==> config.mk <==
export PLATFORM = sky130hd
export DESIGN_NAME = dac_config_and_startup
export DESIGN_NICKNAME = d
export VERILOG_FILES = /design/src/hw/dac_cfg_pkg.sv /design/src/hw/dac_config_and_startup.sv
export SDC_FILE = /design/constraint.sdc
export NUM_CORES = 1
export LEC_CHECK = 0
export ABC_CLOCK_PERIOD_IN_PS = 7850
export BUFFER_PORTS_ARGS = -buffer_cell sky130_fd_sc_hd__buf_2
export CAP_MARGIN = 5
export CORE_ASPECT_RATIO = 0.7
export CORE_MARGIN = 1.5
export CORE_UTILIZATION = 41
export DETAILED_ROUTE_END_ITERATION = 10
export GPL_ROUTABILITY_DRIVEN = 1
export HOLD_SLACK_MARGIN = 0.15
export PLACE_DENSITY_LB_ADDON = 0.25
export SYNTH_ARGS = -nofsm -noshare
export SYNTH_HDL_FRONTEND = slang
export SYNTH_SLANG_ARGS = --single-unit
==> constraint.sdc <==
create_clock -name i_clk -period 7.85 [get_ports i_clk]
set_input_delay 0.3925 -clock i_clk [delete_from_list [all_inputs] [get_ports i_clk]]
set_output_delay 0.3925 -clock i_clk [all_outputs]
set_load 0.05 [all_outputs]
==> src/hw/dac_cfg_pkg.sv <==
package dac_cfg_pkg;

  localparam int SAMPLE_W = 16;
  localparam int ADDR_W   = 7;
  localparam int DATA_W   = 8;
  localparam int SYNC_W   = 3;
  localparam int CNT_W    = 5;

  // register addresses
  localparam logic [ADDR_W-1:0] ADDR_SW_RESET  = 7'h01;
  localparam logic [ADDR_W-1:0] ADDR_CLK_RX    = 7'h03;
  localparam logic [ADDR_W-1:0] ADDR_PORT_CTRL = 7'h04;
  localparam logic [ADDR_W-1:0] ADDR_TEST_MUX  = 7'h18;
  localparam logic [ADDR_W-1:0] ADDR_TEMP      = 7'h19;
  localparam logic [ADDR_W-1:0] ADDR_PATTERN_GEN_ENABLE   = 7'h1e;
  localparam logic [ADDR_W-1:0] ADDR_PGEN_VAL  = 7'h1f;

  // field positions
  localparam int BIT_SW_RESET  = 0;
  localparam int BIT_CLK_RX_EN = 0;
  localparam int BIT_CLK_OK    = 1;
  localparam int BIT_DCK_QUAD  = 2;
  localparam int BIT_RX_A      = 0;
  localparam int BIT_RX_B      = 1;
  localparam int BIT_SP        = 2;
  localparam int BIT_DATA_EN   = 3;
  localparam int BIT_TMUX_EN   = 6;
  localparam int BIT_TEMP_DIODE_ENABLE   = 0;
  localparam int BIT_TEMP_SENSE_SELECT  = 1;
  localparam int BIT_PATTERN_GEN_ENABLE   = 0;
  localparam int BIT_SPI_READ  = 7;

  // writable bits per register, the rest read zero except 0x03 bit 1, which reads clock ok
  localparam logic [DATA_W-1:0] MASK_CLK_RX   = 8'h75;
  localparam logic [DATA_W-1:0] MASK_PORT     = 8'h0f;
  localparam logic [DATA_W-1:0] MASK_TEST_MUX = 8'h7f;
  localparam logic [DATA_W-1:0] MASK_TEMP     = 8'h03;
  localparam logic [DATA_W-1:0] MASK_PATTERN_GEN_ENABLE  = 8'h01;
  localparam logic [DATA_W-1:0] MASK_PGEN_VAL = 8'hff;
  localparam logic [DATA_W-1:0] REG_RESET_VAL = 8'h00;

  // serial frame: r/w + 7-bit address, then 8 data bits, msb first
  localparam logic [CNT_W-1:0] SPI_HDR_BITS   = 5'h08;
  localparam logic [CNT_W-1:0] SPI_FRAME_BITS = 5'h10;

  localparam logic [SAMPLE_W-1:0] MID_SCALE = 16'h8000;
  localparam int DIV_W = 2;

  typedef enum logic [1:0] {
    SPI_IDLE = 2'b00,
    SPI_HDR  = 2'b01,
    SPI_DATA = 2'b10
  } spi_state_t;

  typedef struct packed {
    logic [DATA_W-1:0] clk_rx;
    logic [DATA_W-1:0] port;
    logic [DATA_W-1:0] tmux;
    logic [DATA_W-1:0] temp;
    logic [DATA_W-1:0] pattern_gen_enable;
    logic [DATA_W-1:0] pgen_val;
  } cfg_t;

  typedef struct packed {
    logic [SYNC_W-1:0]   cs_sync;
    logic [SYNC_W-1:0]   sck_sync;
    logic [SYNC_W-1:0]   sdi_sync;
    logic [SYNC_W-1:0]   dck_sync;
    logic                cs_n;
    logic                sck;
    logic                dck;
    spi_state_t          spi;
    logic [CNT_W-1:0]    bit_cnt;
    logic [SAMPLE_W-1:0] shift;
    logic                rd;
    logic [DATA_W-1:0]   rd_data;
    logic                sdo;
    cfg_t                cfg;
    logic                clk_ok;
    logic [DIV_W-1:0]    div_cnt;
    logic [SAMPLE_W-1:0] held_b;
    logic                b_pending;
    logic [SAMPLE_W-1:0] dac;
  } state_t;

endpackage

==> src/hw/dac_config_and_startup.sv <==
`timescale 1ns/1ps
// Function
// test mux enable bit 6 routes test signals
// register 0x19 bit 0 enables temperature diode
// bit 1 selects diode or proportional voltage
// pattern generator enable and 8-bit value
// writing 0x01 to 0x01 resets configuration
// divided clock out at quarter sample rate
// host drives data clock at documented rate; the host model slows it so the 3-flop sync keeps up
// host drives zeros before enabling receivers
// host enables clock receiver via 0x03
// host enables data receivers via 0x04
// host waits 1 ms before data enable
// host sets data enable keeping other bits
// dual-port: port A sample before B
// data enable cleared forces mid-scale output
// register 0x04 bit 2 selects port mode
// register 0x03 bit 2 selects quadrature; the code stores the bit but nothing uses it
// reserved addresses and bits read zero
// software reset restores all reset values; clock ok stays set if an enabled data clock edge lands in the reset cycle
module dac_config_and_startup
  import dac_cfg_pkg::*;
(
  // clock and reset
  input  wire logic                i_clk,
  input  wire logic                i_rst_n,
  // serial configuration port
  input  wire logic                i_spi_cs_n,
  input  wire logic                i_spi_sck,
  input  wire logic                i_spi_sdi,
  output logic                     o_spi_sdo,
  // data interface
  input  wire logic                i_data_clock_in,
  input  wire logic [SAMPLE_W-1:0] i_port_a_data,
  input  wire logic [SAMPLE_W-1:0] i_port_b_data,
  output logic                     o_divided_clock_out,
  output logic [SAMPLE_W-1:0]      o_dac_code,
  // test and temperature pins
  output logic                     o_test_mux_enable,
  output logic                     o_temp_diode_enable,
  output logic                     o_temp_sense_select
);

  state_t            s_r;
  state_t            s_nxt;
  logic              cs_fall;
  logic              cs_rise;
  logic              sck_rise;
  logic              sck_fall;
  logic              dck_rise;
  logic [CNT_W-1:0]  cnt_inc;
  logic [SAMPLE_W-1:0] shift_in;
  logic              wr_stb;
  logic              rd_load;
  logic [ADDR_W-1:0] hdr_addr;
  logic [SAMPLE_W-1:0] word_a;
  logic [SAMPLE_W-1:0] word_b;

  function automatic logic [DATA_W-1:0] read_reg(input cfg_t c, input logic ok,
                                                 input logic [ADDR_W-1:0] a);
    logic [DATA_W-1:0] v;
    v = REG_RESET_VAL;
    case (a)
      ADDR_CLK_RX: begin
        v = c.clk_rx;
        v[BIT_CLK_OK] = ok;
      end
      ADDR_PORT_CTRL: v = c.port;
      ADDR_TEST_MUX:  v = c.tmux;
      ADDR_TEMP:      v = c.temp;
      ADDR_PATTERN_GEN_ENABLE:   v = c.pattern_gen_enable;
      ADDR_PGEN_VAL:  v = c.pgen_val;
      default:        v = REG_RESET_VAL;
    endcase
    return v;
  endfunction

  // a change counts once the second and third flops agree
  assign cs_fall  = (s_r.cs_sync[1] == s_r.cs_sync[2]) && !s_r.cs_sync[2] && s_r.cs_n;
  assign cs_rise  = (s_r.cs_sync[1] == s_r.cs_sync[2]) && s_r.cs_sync[2] && !s_r.cs_n;
  assign sck_rise = (s_r.sck_sync[1] == s_r.sck_sync[2]) && s_r.sck_sync[2] && !s_r.sck;
  assign sck_fall = (s_r.sck_sync[1] == s_r.sck_sync[2]) && !s_r.sck_sync[2] && s_r.sck;
  assign dck_rise = (s_r.dck_sync[1] == s_r.dck_sync[2]) && s_r.dck_sync[2] && !s_r.dck;

  assign cnt_inc  = s_r.bit_cnt + 5'h01;
  assign shift_in = {s_r.shift[SAMPLE_W-2:0], s_r.sdi_sync[2]};
  assign hdr_addr = shift_in[ADDR_W-1:0];
  assign rd_load  = !cs_rise && !cs_fall && sck_rise && (s_r.spi == SPI_HDR)
                    && (cnt_inc == SPI_HDR_BITS);
  assign wr_stb   = !cs_rise && !cs_fall && sck_rise && (s_r.spi == SPI_DATA)
                    && (cnt_inc == SPI_FRAME_BITS) && !s_r.rd;

  // a disabled receiver contributes zeros
  assign word_a = s_r.cfg.port[BIT_RX_A] ? i_port_a_data : '0;
  assign word_b = s_r.cfg.port[BIT_RX_B] ? i_port_b_data : '0;

  always_comb begin
    logic [ADDR_W-1:0] wa;
    logic [DATA_W-1:0] wd;
    logic              new_word;
    logic [SAMPLE_W-1:0] word;
    wa       = shift_in[SAMPLE_W-2:DATA_W];
    wd       = shift_in[DATA_W-1:0];
    new_word = 1'b0;
    word     = s_r.dac;
    s_nxt    = s_r;
    s_nxt.cs_sync  = {s_r.cs_sync[1:0], i_spi_cs_n};
    s_nxt.sck_sync = {s_r.sck_sync[1:0], i_spi_sck};
    s_nxt.sdi_sync = {s_r.sdi_sync[1:0], i_spi_sdi};
    s_nxt.dck_sync = {s_r.dck_sync[1:0], i_data_clock_in};
    if (s_r.cs_sync[1] == s_r.cs_sync[2]) s_nxt.cs_n = s_r.cs_sync[2];
    if (s_r.sck_sync[1] == s_r.sck_sync[2]) s_nxt.sck = s_r.sck_sync[2];
    if (s_r.dck_sync[1] == s_r.dck_sync[2]) s_nxt.dck = s_r.dck_sync[2];

    // serial port
    if (cs_rise) begin
      s_nxt.spi = SPI_IDLE;
      s_nxt.sdo = 1'b0;
    end else if (cs_fall) begin
      s_nxt.spi     = SPI_HDR;
      s_nxt.bit_cnt = '0;
    end else if (sck_rise && s_r.spi != SPI_IDLE) begin
      s_nxt.shift   = shift_in;
      s_nxt.bit_cnt = cnt_inc;
      if (rd_load) begin
        s_nxt.spi = SPI_DATA;
        s_nxt.rd  = shift_in[BIT_SPI_READ];
        // unmapped reads zero
        s_nxt.rd_data = read_reg(s_r.cfg, s_r.clk_ok, hdr_addr);
      end else if (cnt_inc == SPI_FRAME_BITS) begin
        // later clocks in the same frame are ignored
        s_nxt.spi = SPI_IDLE;
      end
    end else if (sck_fall && s_r.spi == SPI_DATA && s_r.rd) begin
      s_nxt.sdo     = s_r.rd_data[DATA_W-1];
      s_nxt.rd_data = {s_r.rd_data[DATA_W-2:0], 1'b0};
    end

    // reserved bits masked on write
    if (wr_stb) begin
      case (wa)
        ADDR_SW_RESET: begin
          // software reset, R18: defaults
          if (wd[BIT_SW_RESET]) begin
            s_nxt.cfg    = '0;
            s_nxt.clk_ok = 1'b0;
          end
        end
        // clock receiver, R16: quadrature
        ADDR_CLK_RX:    s_nxt.cfg.clk_rx   = wd & MASK_CLK_RX;
        ADDR_PORT_CTRL: s_nxt.cfg.port     = wd & MASK_PORT;
        ADDR_TEST_MUX:  s_nxt.cfg.tmux     = wd & MASK_TEST_MUX;
        ADDR_TEMP:      s_nxt.cfg.temp     = wd & MASK_TEMP;
        ADDR_PATTERN_GEN_ENABLE:   s_nxt.cfg.pattern_gen_enable  = wd & MASK_PATTERN_GEN_ENABLE;
        ADDR_PGEN_VAL:  s_nxt.cfg.pgen_val = wd & MASK_PGEN_VAL;
        default:        s_nxt.cfg          = s_r.cfg;
      endcase
    end

    // free-running quarter-rate divider
    s_nxt.div_cnt = s_r.div_cnt + 2'h1;

    if (dck_rise && s_r.cfg.clk_rx[BIT_CLK_RX_EN]) begin
      // set wins: a clock seen in the reset cycle still counts as present
      s_nxt.clk_ok = 1'b1;
      new_word = 1'b1;
      // port mode select
      if (s_r.cfg.port[BIT_SP]) begin
        word = word_b;
        s_nxt.b_pending = 1'b0;
      end else begin
        // port A first, B next cycle
        word            = word_a;
        s_nxt.held_b    = word_b;
        s_nxt.b_pending = 1'b1;
      end
    end else if (s_r.b_pending) begin
      new_word        = 1'b1;
      word            = s_r.held_b;
      s_nxt.b_pending = 1'b0;
    end

    // mid-scale while data disabled
    if (!s_r.cfg.port[BIT_DATA_EN]) begin
      s_nxt.dac = MID_SCALE;
    end else if (s_r.cfg.pattern_gen_enable[BIT_PATTERN_GEN_ENABLE]) begin
      // pattern generator overrides ports
      s_nxt.dac = {s_r.cfg.pgen_val, s_r.cfg.pgen_val};
    end else if (new_word) begin
      s_nxt.dac = word;
    end
  end

  always_ff @(posedge i_clk or negedge i_rst_n) begin
    if (!i_rst_n) begin
      s_r         <= '0;
      s_r.cs_sync <= '1;
      s_r.cs_n    <= 1'b1;
      s_r.dac     <= MID_SCALE;
    end else begin
      s_r <= s_nxt;
    end
  end

  assign o_spi_sdo           = s_r.sdo;
  assign o_divided_clock_out = s_r.div_cnt[DIV_W-1];
  assign o_dac_code          = s_r.dac;
  // test mux, R02/R03: temperature pins
  assign o_test_mux_enable   = s_r.cfg.tmux[BIT_TMUX_EN];
  assign o_temp_diode_enable = s_r.cfg.temp[BIT_TEMP_DIODE_ENABLE];
  assign o_temp_sense_select = s_r.cfg.temp[BIT_TEMP_SENSE_SELECT];
endmodule

# Word-level counts from Yosys, hierarchy flattened
# Index checks and enable logic that the tools add are counted.
# totals
ff_bits	132
in_bits	38
# classes
n_reduce_logical	59
n_eq_ne	26
muxes	34
n_addsub	2
bitwise	3
# ops
op	count
$mux W16	8
$pmux W8 S2	6
$eq A7 B5 Y1 const B	8
$mux W49	1
$pmux W8 S6	1
$reduce_and A3 Y1	9
$reduce_bool A2 Y1	13
$mux W24	1
$logic_and A1 B1 Y1	21
$mux W9	2
$eq A7 B2 Y1 const B	2
$eq A7 B3 Y1 const B	2
$mux W1	10
$logic_not A1 Y1	8
$mux W8	1
$reduce_and A2 Y1	4
$reduce_and A4 Y1	2
$eq A7 B1 Y1 const B	1
$mux W7	1
$mux W2	3
$ne A2 B2 Y1 const B	3
$add A5 B1 Y5 const B	1
$eq A5 B4 Y1 const B	1
$eq A5 B5 Y1 const B	1
10 further kinds	14

# Logic depth before layout (Yosys ltp)
# logic_depth
ltp_word	12
ltp_mapped	9
depth_no_buf	7

# Least setup slack after synthesis
# OpenSTA, ideal clock, no wires.
# synth_timing
path_type	flip-flop to flip-flop
from	reg s_r[131] (netlist bit)
to	reg s_r[60] (netlist bit)
setup_ns	0.122
path_stages_with_launch	10
path_slack_ns	5.305
synth_period_minus_slack_ns	2.545
n_path_buf	2
arrival_ns	2.424
path_cell_list	dfstp_2 -> inv_1 -> ha_1 -> mux2i_1 -> nand4b_1 -> or4_4 -> buf_6 -> or3_1 -> buf_6 -> a32o_1
# synth_via
elab_chain_len	10
elab_cells_between_ends	14
cone_classes	eq/ne: 1; reduce/logical: 13
# synth_lines
element	line	text
from (decl)	dac_config_and_startup.sv:44	state_t s_r;
from (signal assigned)	dac_config_and_startup.sv:201	s_r <= s_nxt;
$eq A1 B1 Y1 / $logic_not A1 Y1 (equally long branches)	dac_config_and_startup.sv:79, dac_config_and_startup.sv:80	
$logic_and A1 B1 Y1 (on tied branches) (2 in series)	dac_config_and_startup.sv:80, dac_config_and_startup.sv:79	
$logic_not A1 Y1	dac_config_and_startup.sv:90	assign wr_stb = !cs_rise && !cs_fall && sck_rise && (s_r.spi == SPI_DATA)
$logic_and A1 B1 Y1 (*) (3 in series)	dac_config_and_startup.sv:90	
$logic_and A1 B1 Y1 (*) (2 in series)	dac_config_and_startup.sv:91	&& (cnt_inc == SPI_FRAME_BITS) && !s_r.rd;
$reduce_and A3 Y1 (no source line) (*)	--	
# Mark *: on every way between the ends. The rest lies on a longest branch, timed or not.
# A chain may end at the register's enable or synchronous reset.

# Worst setup path after layout
# layout_timing
from	reg s_r[131] (netlist bit)
to	reg s_r[40] (netlist bit)
# Same word-level chain as after synthesis.

==> results.md <==
- Timing would allow up to 0.336 GHz.
- The dominant cell type by area after synthesis is sky130_fd_sc_hd__dfrtp_1.
- The clock tree from TritonCTS is yes.
- The number of synthesized flops with an enable pin is 0.
- The synthesized netlist net count is 588.
- Overall power consumption after layout is estimated at 1.19 mW.
- The mean cell area of the mapped netlist is 10.0 sq um.
- The die covers 0.0140 sq mm.
- In this run the worst hold path is classified as in -> reg.
- The tool flagged a number of max-cap violations equal to 0.
- The largest driver fanout on the critical path is 10.
- The number of library cell types mapped by synthesis is 56.
- The area added between synthesis and finish is 11.5%.
- The endpoint class of the critical path is a flop.
- The first global-routing pass estimated around 22000 microns of wire.
- The max-slew violation count is 0.
- The detail-routed net length per standard cell is 17.8 microns.
- In the final timing run, aggregate negative setup slack is 0 ps.
- The endpoint arrival time on the critical path is between 3000 and 4000 ps.
- The post-synthesis simple-gate area fraction is between 10% and 20%.
- The slew of the pin with the lowest slew margin is 1210 ps.
- For this design the top-level I/O count stands at 59.
- The initial antenna violation count is 0.
- The buffer count from post-CTS setup fixing is 0.
- In the global route stage, met2 resource usage came out at 27.1%.
- The critical path in this run is classified as reg -> reg.
- The number of nets in the layout is ~610.
- The synthesized netlist devotes 18.2% of its cell area to compound gates.
- The worst hold path was traced through 3 stages.
- The count of warnings emitted by yosys is 0.
- The largest net degree at the start of global routing is 60.
- Dividing the detail-routed via count by the number of cells gives 5.71.
- Before antenna repair, the detailed router went through 8 iterations.
- The peak ir drop on the vdd network is 0.000127 V.
- The share of synthesized area occupied by flip-flops and latches is 50.3%.
- The remaining antenna violation count is 0.
- TritonCTS created 9 clock buffers.
- The die is 141 microns wide.
- For this run, the leading register cell type out of synthesis is sky130_fd_sc_hd__dfrtp_1.
- The multi-input combinational cells in the finished layout cover a total of 0.00236 sq mm.
- The via count of the first global-routing pass was between 4000 and 5000.
- The flow ran to the end, and the final reports show no timing, DRC or antenna violations.
- Counting flops with an async set or reset pin after synthesis yields a share of between 90% and 100%.
- The met1 track demand over resource in global routing is between 30% and 40%.
- After synthesis, the cell types taking the most area are sky130_fd_sc_hd__dfrtp_1, sky130_fd_sc_hd__nand2_1, sky130_fd_sc_hd__a22o_1.
- The logic depth of the worst register-to-register path is 7.
- The share of synthesized area in the top cell type comes to 47.8%.
- The number of flip-flops and latches in the synthesized netlist is 109.
- The congestion estimate from routability-driven global placement came to 0.833.
- After global routing, the most crowded layer is met1.
- The post-layout minimum cycle time is 2980 ps.
- For the worst-skew pair, the clock arrives at the later sink with an insertion delay of roughly 350 ps.
- The parity-gate share of the synthesized area counting xor and xnor cells is less than 1%.
- The type of element launching the critical path is a flop.
- For this block, the initial DRC count from the detailed router was 438.
- Clock skew on the completed layout was measured at 7.39 ps.
- In the global route stage, met3 resource usage came out at 4.48%.
- Of the total synthesized cell area, the portion taken by full adders, half adders and majority gates is ~1.6%.
- Row generation in the floorplan step produced 34 rows.
- The post-route netlist has around 18% of its cells at a drive strength greater than 1.
- The overall overflow remaining after global route is 0.
- Of the post-synthesis cell area, the part taken by muxes is 6.51%.
- The setup violation total in the final timing report is 0.
- Headroom to the max-slew limit came out at 19.2%.
- The die extent in y is slightly below 100 microns.
- The synthesized cell area is 0.00544 sq mm.
- No sink is reached through more buffers than the 2 on the longest clock path.
- The number of failing hold endpoints at the final stage is 0.
- The H-tree depth is 3.
- The initial core utilization is 42.9%.
- The core region is ~0.013 sq mm.
- For this design the static power due to leakage is 2.80 nW.
- In the global route stage, overall resource usage came out at 20.0%.
- At the worst endpoint, the required time is 8090 ps.
- Synthesis produced a netlist whose cell count is 543.
- The cell area power density is approximately 200 mW/mm^2.
- The clock net in this run drives a total of 109 sinks.
- The filler cells instantiated in the layout total 1201.
- Summing over every cut layer, the via total after detailed routing is 4199.
- After detailed routing, the total wire length is 13100 microns.
- During placement, the flow inserted port buffers numbering 58.
- The register area is 0.00273 sq mm.
- The number of inserted diodes is 0.
- The worst path uses 37.9% of the clock period.
- The number of design rule violations left after detail routing is 0.
- The buffer type at the clock tree root is sky130_fd_sc_hd__clkbuf_16.
- By area, the combinational part of the netlist is dominated by compound AO/OA/AOI/OAI gates.
- The clock-pin transition on the worst setup and hold timing paths is 70 ps.
- The detailed placer's ending HPWL is 9120 microns.
- Setup repair after global routing left no endpoint under its margin.
-- report_power, final --
part | internal, mW | total [mW] | switching [mW]
Combinational | 0.0291 | 0.0785 | 0.0494
Clock | 0.281 | 0.494 | 0.213
Sequential | 0.579 | 0.619 | 0.0400
-- synthesized netlist by cell type (4+ instances only) --
master	instances
sky130_fd_sc_hd__o41ai_1	5
sky130_fd_sc_hd__and3_1	4
sky130_fd_sc_hd__inv_1	18
sky130_fd_sc_hd__a21oi_1	6
sky130_fd_sc_hd__nor2b_1	6
sky130_fd_sc_hd__a22o_1	40
sky130_fd_sc_hd__a31oi_1	4
sky130_fd_sc_hd__dfrtp_1	104
sky130_fd_sc_hd__nor3_1	7
sky130_fd_sc_hd__mux2i_1	23
sky130_fd_sc_hd__o21ai_0	28
sky130_fd_sc_hd__nand3_1	26
sky130_fd_sc_hd__dfstp_2	5
sky130_fd_sc_hd__nand4_1	4
sky130_fd_sc_hd__buf_4	17
sky130_fd_sc_hd__mux2_2	11
sky130_fd_sc_hd__ha_1	7
sky130_fd_sc_hd__a22oi_1	5
sky130_fd_sc_hd__nand2_1	110
sky130_fd_sc_hd__o2bb2ai_1	4
sky130_fd_sc_hd__clkbuf_1	28
sky130_fd_sc_hd__a32o_1	17
sky130_fd_sc_hd__and2_1	4
sky130_fd_sc_hd__nor2_1	7
-- final timing paths --
| path | start | slack (ps) | to |
|---|---|---|---|
| max in group asynchronous | i_rst_n | 6010 | o_dac_code[1] |
| worst max-delay path | s_r[131] | 4870 | s_r[40] |
| worst max register to register | s_r[131] | 4870 | s_r[40] |
| min in group asynchronous | i_rst_n | 630 | s_r[22] |
| worst min-delay path | i_port_b_data[6] | 280 | s_r[23] |
| worst min register to register | s_nxt[125] | 350 | hdr_addr[0] |
-- per-layer routing --
metal	up-vias	routed length (microns)	part of all wire, %
met5	-	0	0
met4	0	101	0.77
met3	6	600	4.6
met2	98	5450	42
met1	2103	6980	53
li1	1992	-	-
-- cell families (layout without fill, tap and decap cells) --
logic type,Yosys count,count (layout)
adders and majority gates,7,7
xor gates and xnor gates,3,3
buffers and inverters,71,102
AOI/OAI and AO/OA,128,128
muxes,34,34
and+or+nand+nor,191,191
DFF,109,109
-- per-stage QoR --
stage / hold WS, ps / area [sq um] / setup WS, ps / cells / util, %
2_1_floorplan: 96.9 / 5440 / 5300 / 543 / -
4_1_cts: 271 / 6060 / 4890 / 736 / 47.8
3_5_place_dp: 335 / 5690 / 4900 / 715 / 44.9
6_report: 283 / 6060 / 4870 / 736 / 47.8
3_3_place_gp: 334 / 5690 / 5040 / 715 / 44.9
5_1_grt: 286 / 6060 / 4610 / 736 / 47.8
-- flip-flops by register name (all words and copies together) (netlist names) --
| register | flops |
|---|---|
| o_temp_diode_enable | 1 |
| o_dac_code | 16 |
| s_nxt | 8 |
| o_spi_sdo | 1 |
| hdr_addr | 7 |
| o_temp_sense_select | 1 |
| o_divided_clock_out | 1 |
| s_r | 73 |
| o_test_mux_enable | 1 |
-- cells in the final DEF (no fill, tap or decap), drive strengths merged, types with 3 or more instances in the layout --
master,Yosys,layout
xor2,3,3
a32o,17,17
dfrtp,104,104
inv,18,18
buf,24,62
nand3,26,26
o21ai,29,29
o2bb2ai,4,4
clkinvlp,0,3
mux2i,23,23
mux2,11,11
a22oi,5,5
a22o,40,40
nor4,3,3
nor2b,6,6
a31oi,4,4
a21oi,6,6
and3,4,4
nor3b,3,3
dfstp,5,5
nand4,4,4
o41ai,5,5
and2,4,4
nor3,8,8
nand2,110,110
clkbuf,28,9
ha,7,7
nor2,7,7
or2,3,3
dlygate4sd3,0,5
clkinv,1,3
-- worst max-delay path, stage by stage (launching register included) --
cell                       delay, ps
sky130_fd_sc_hd__dfstp_2         540
sky130_fd_sc_hd__inv_1            50
sky130_fd_sc_hd__ha_1            240
sky130_fd_sc_hd__mux2i_1         320
sky130_fd_sc_hd__nand4b_1        190
sky130_fd_sc_hd__nor4_2          700
sky130_fd_sc_hd__nand3_1         470
sky130_fd_sc_hd__a22o_1          360
-- layout make-up --
cell class	instances	share of cell area, %
clock buffer	9	3.71
clock inverter	7	1.65
inverter	19	1.18
multi-input combinational	363	38.9
sequential	109	45.1
tap	162	3.34
timing repair buffer	67	6.15
-- what timing repair did --
item | 4_1_cts | 5_1_grt
resized for setup | 0 | 0
hold endpoints to repair | 50 | 0
hold buffers | 5 | 0
(Power assumes the default switching activity.)
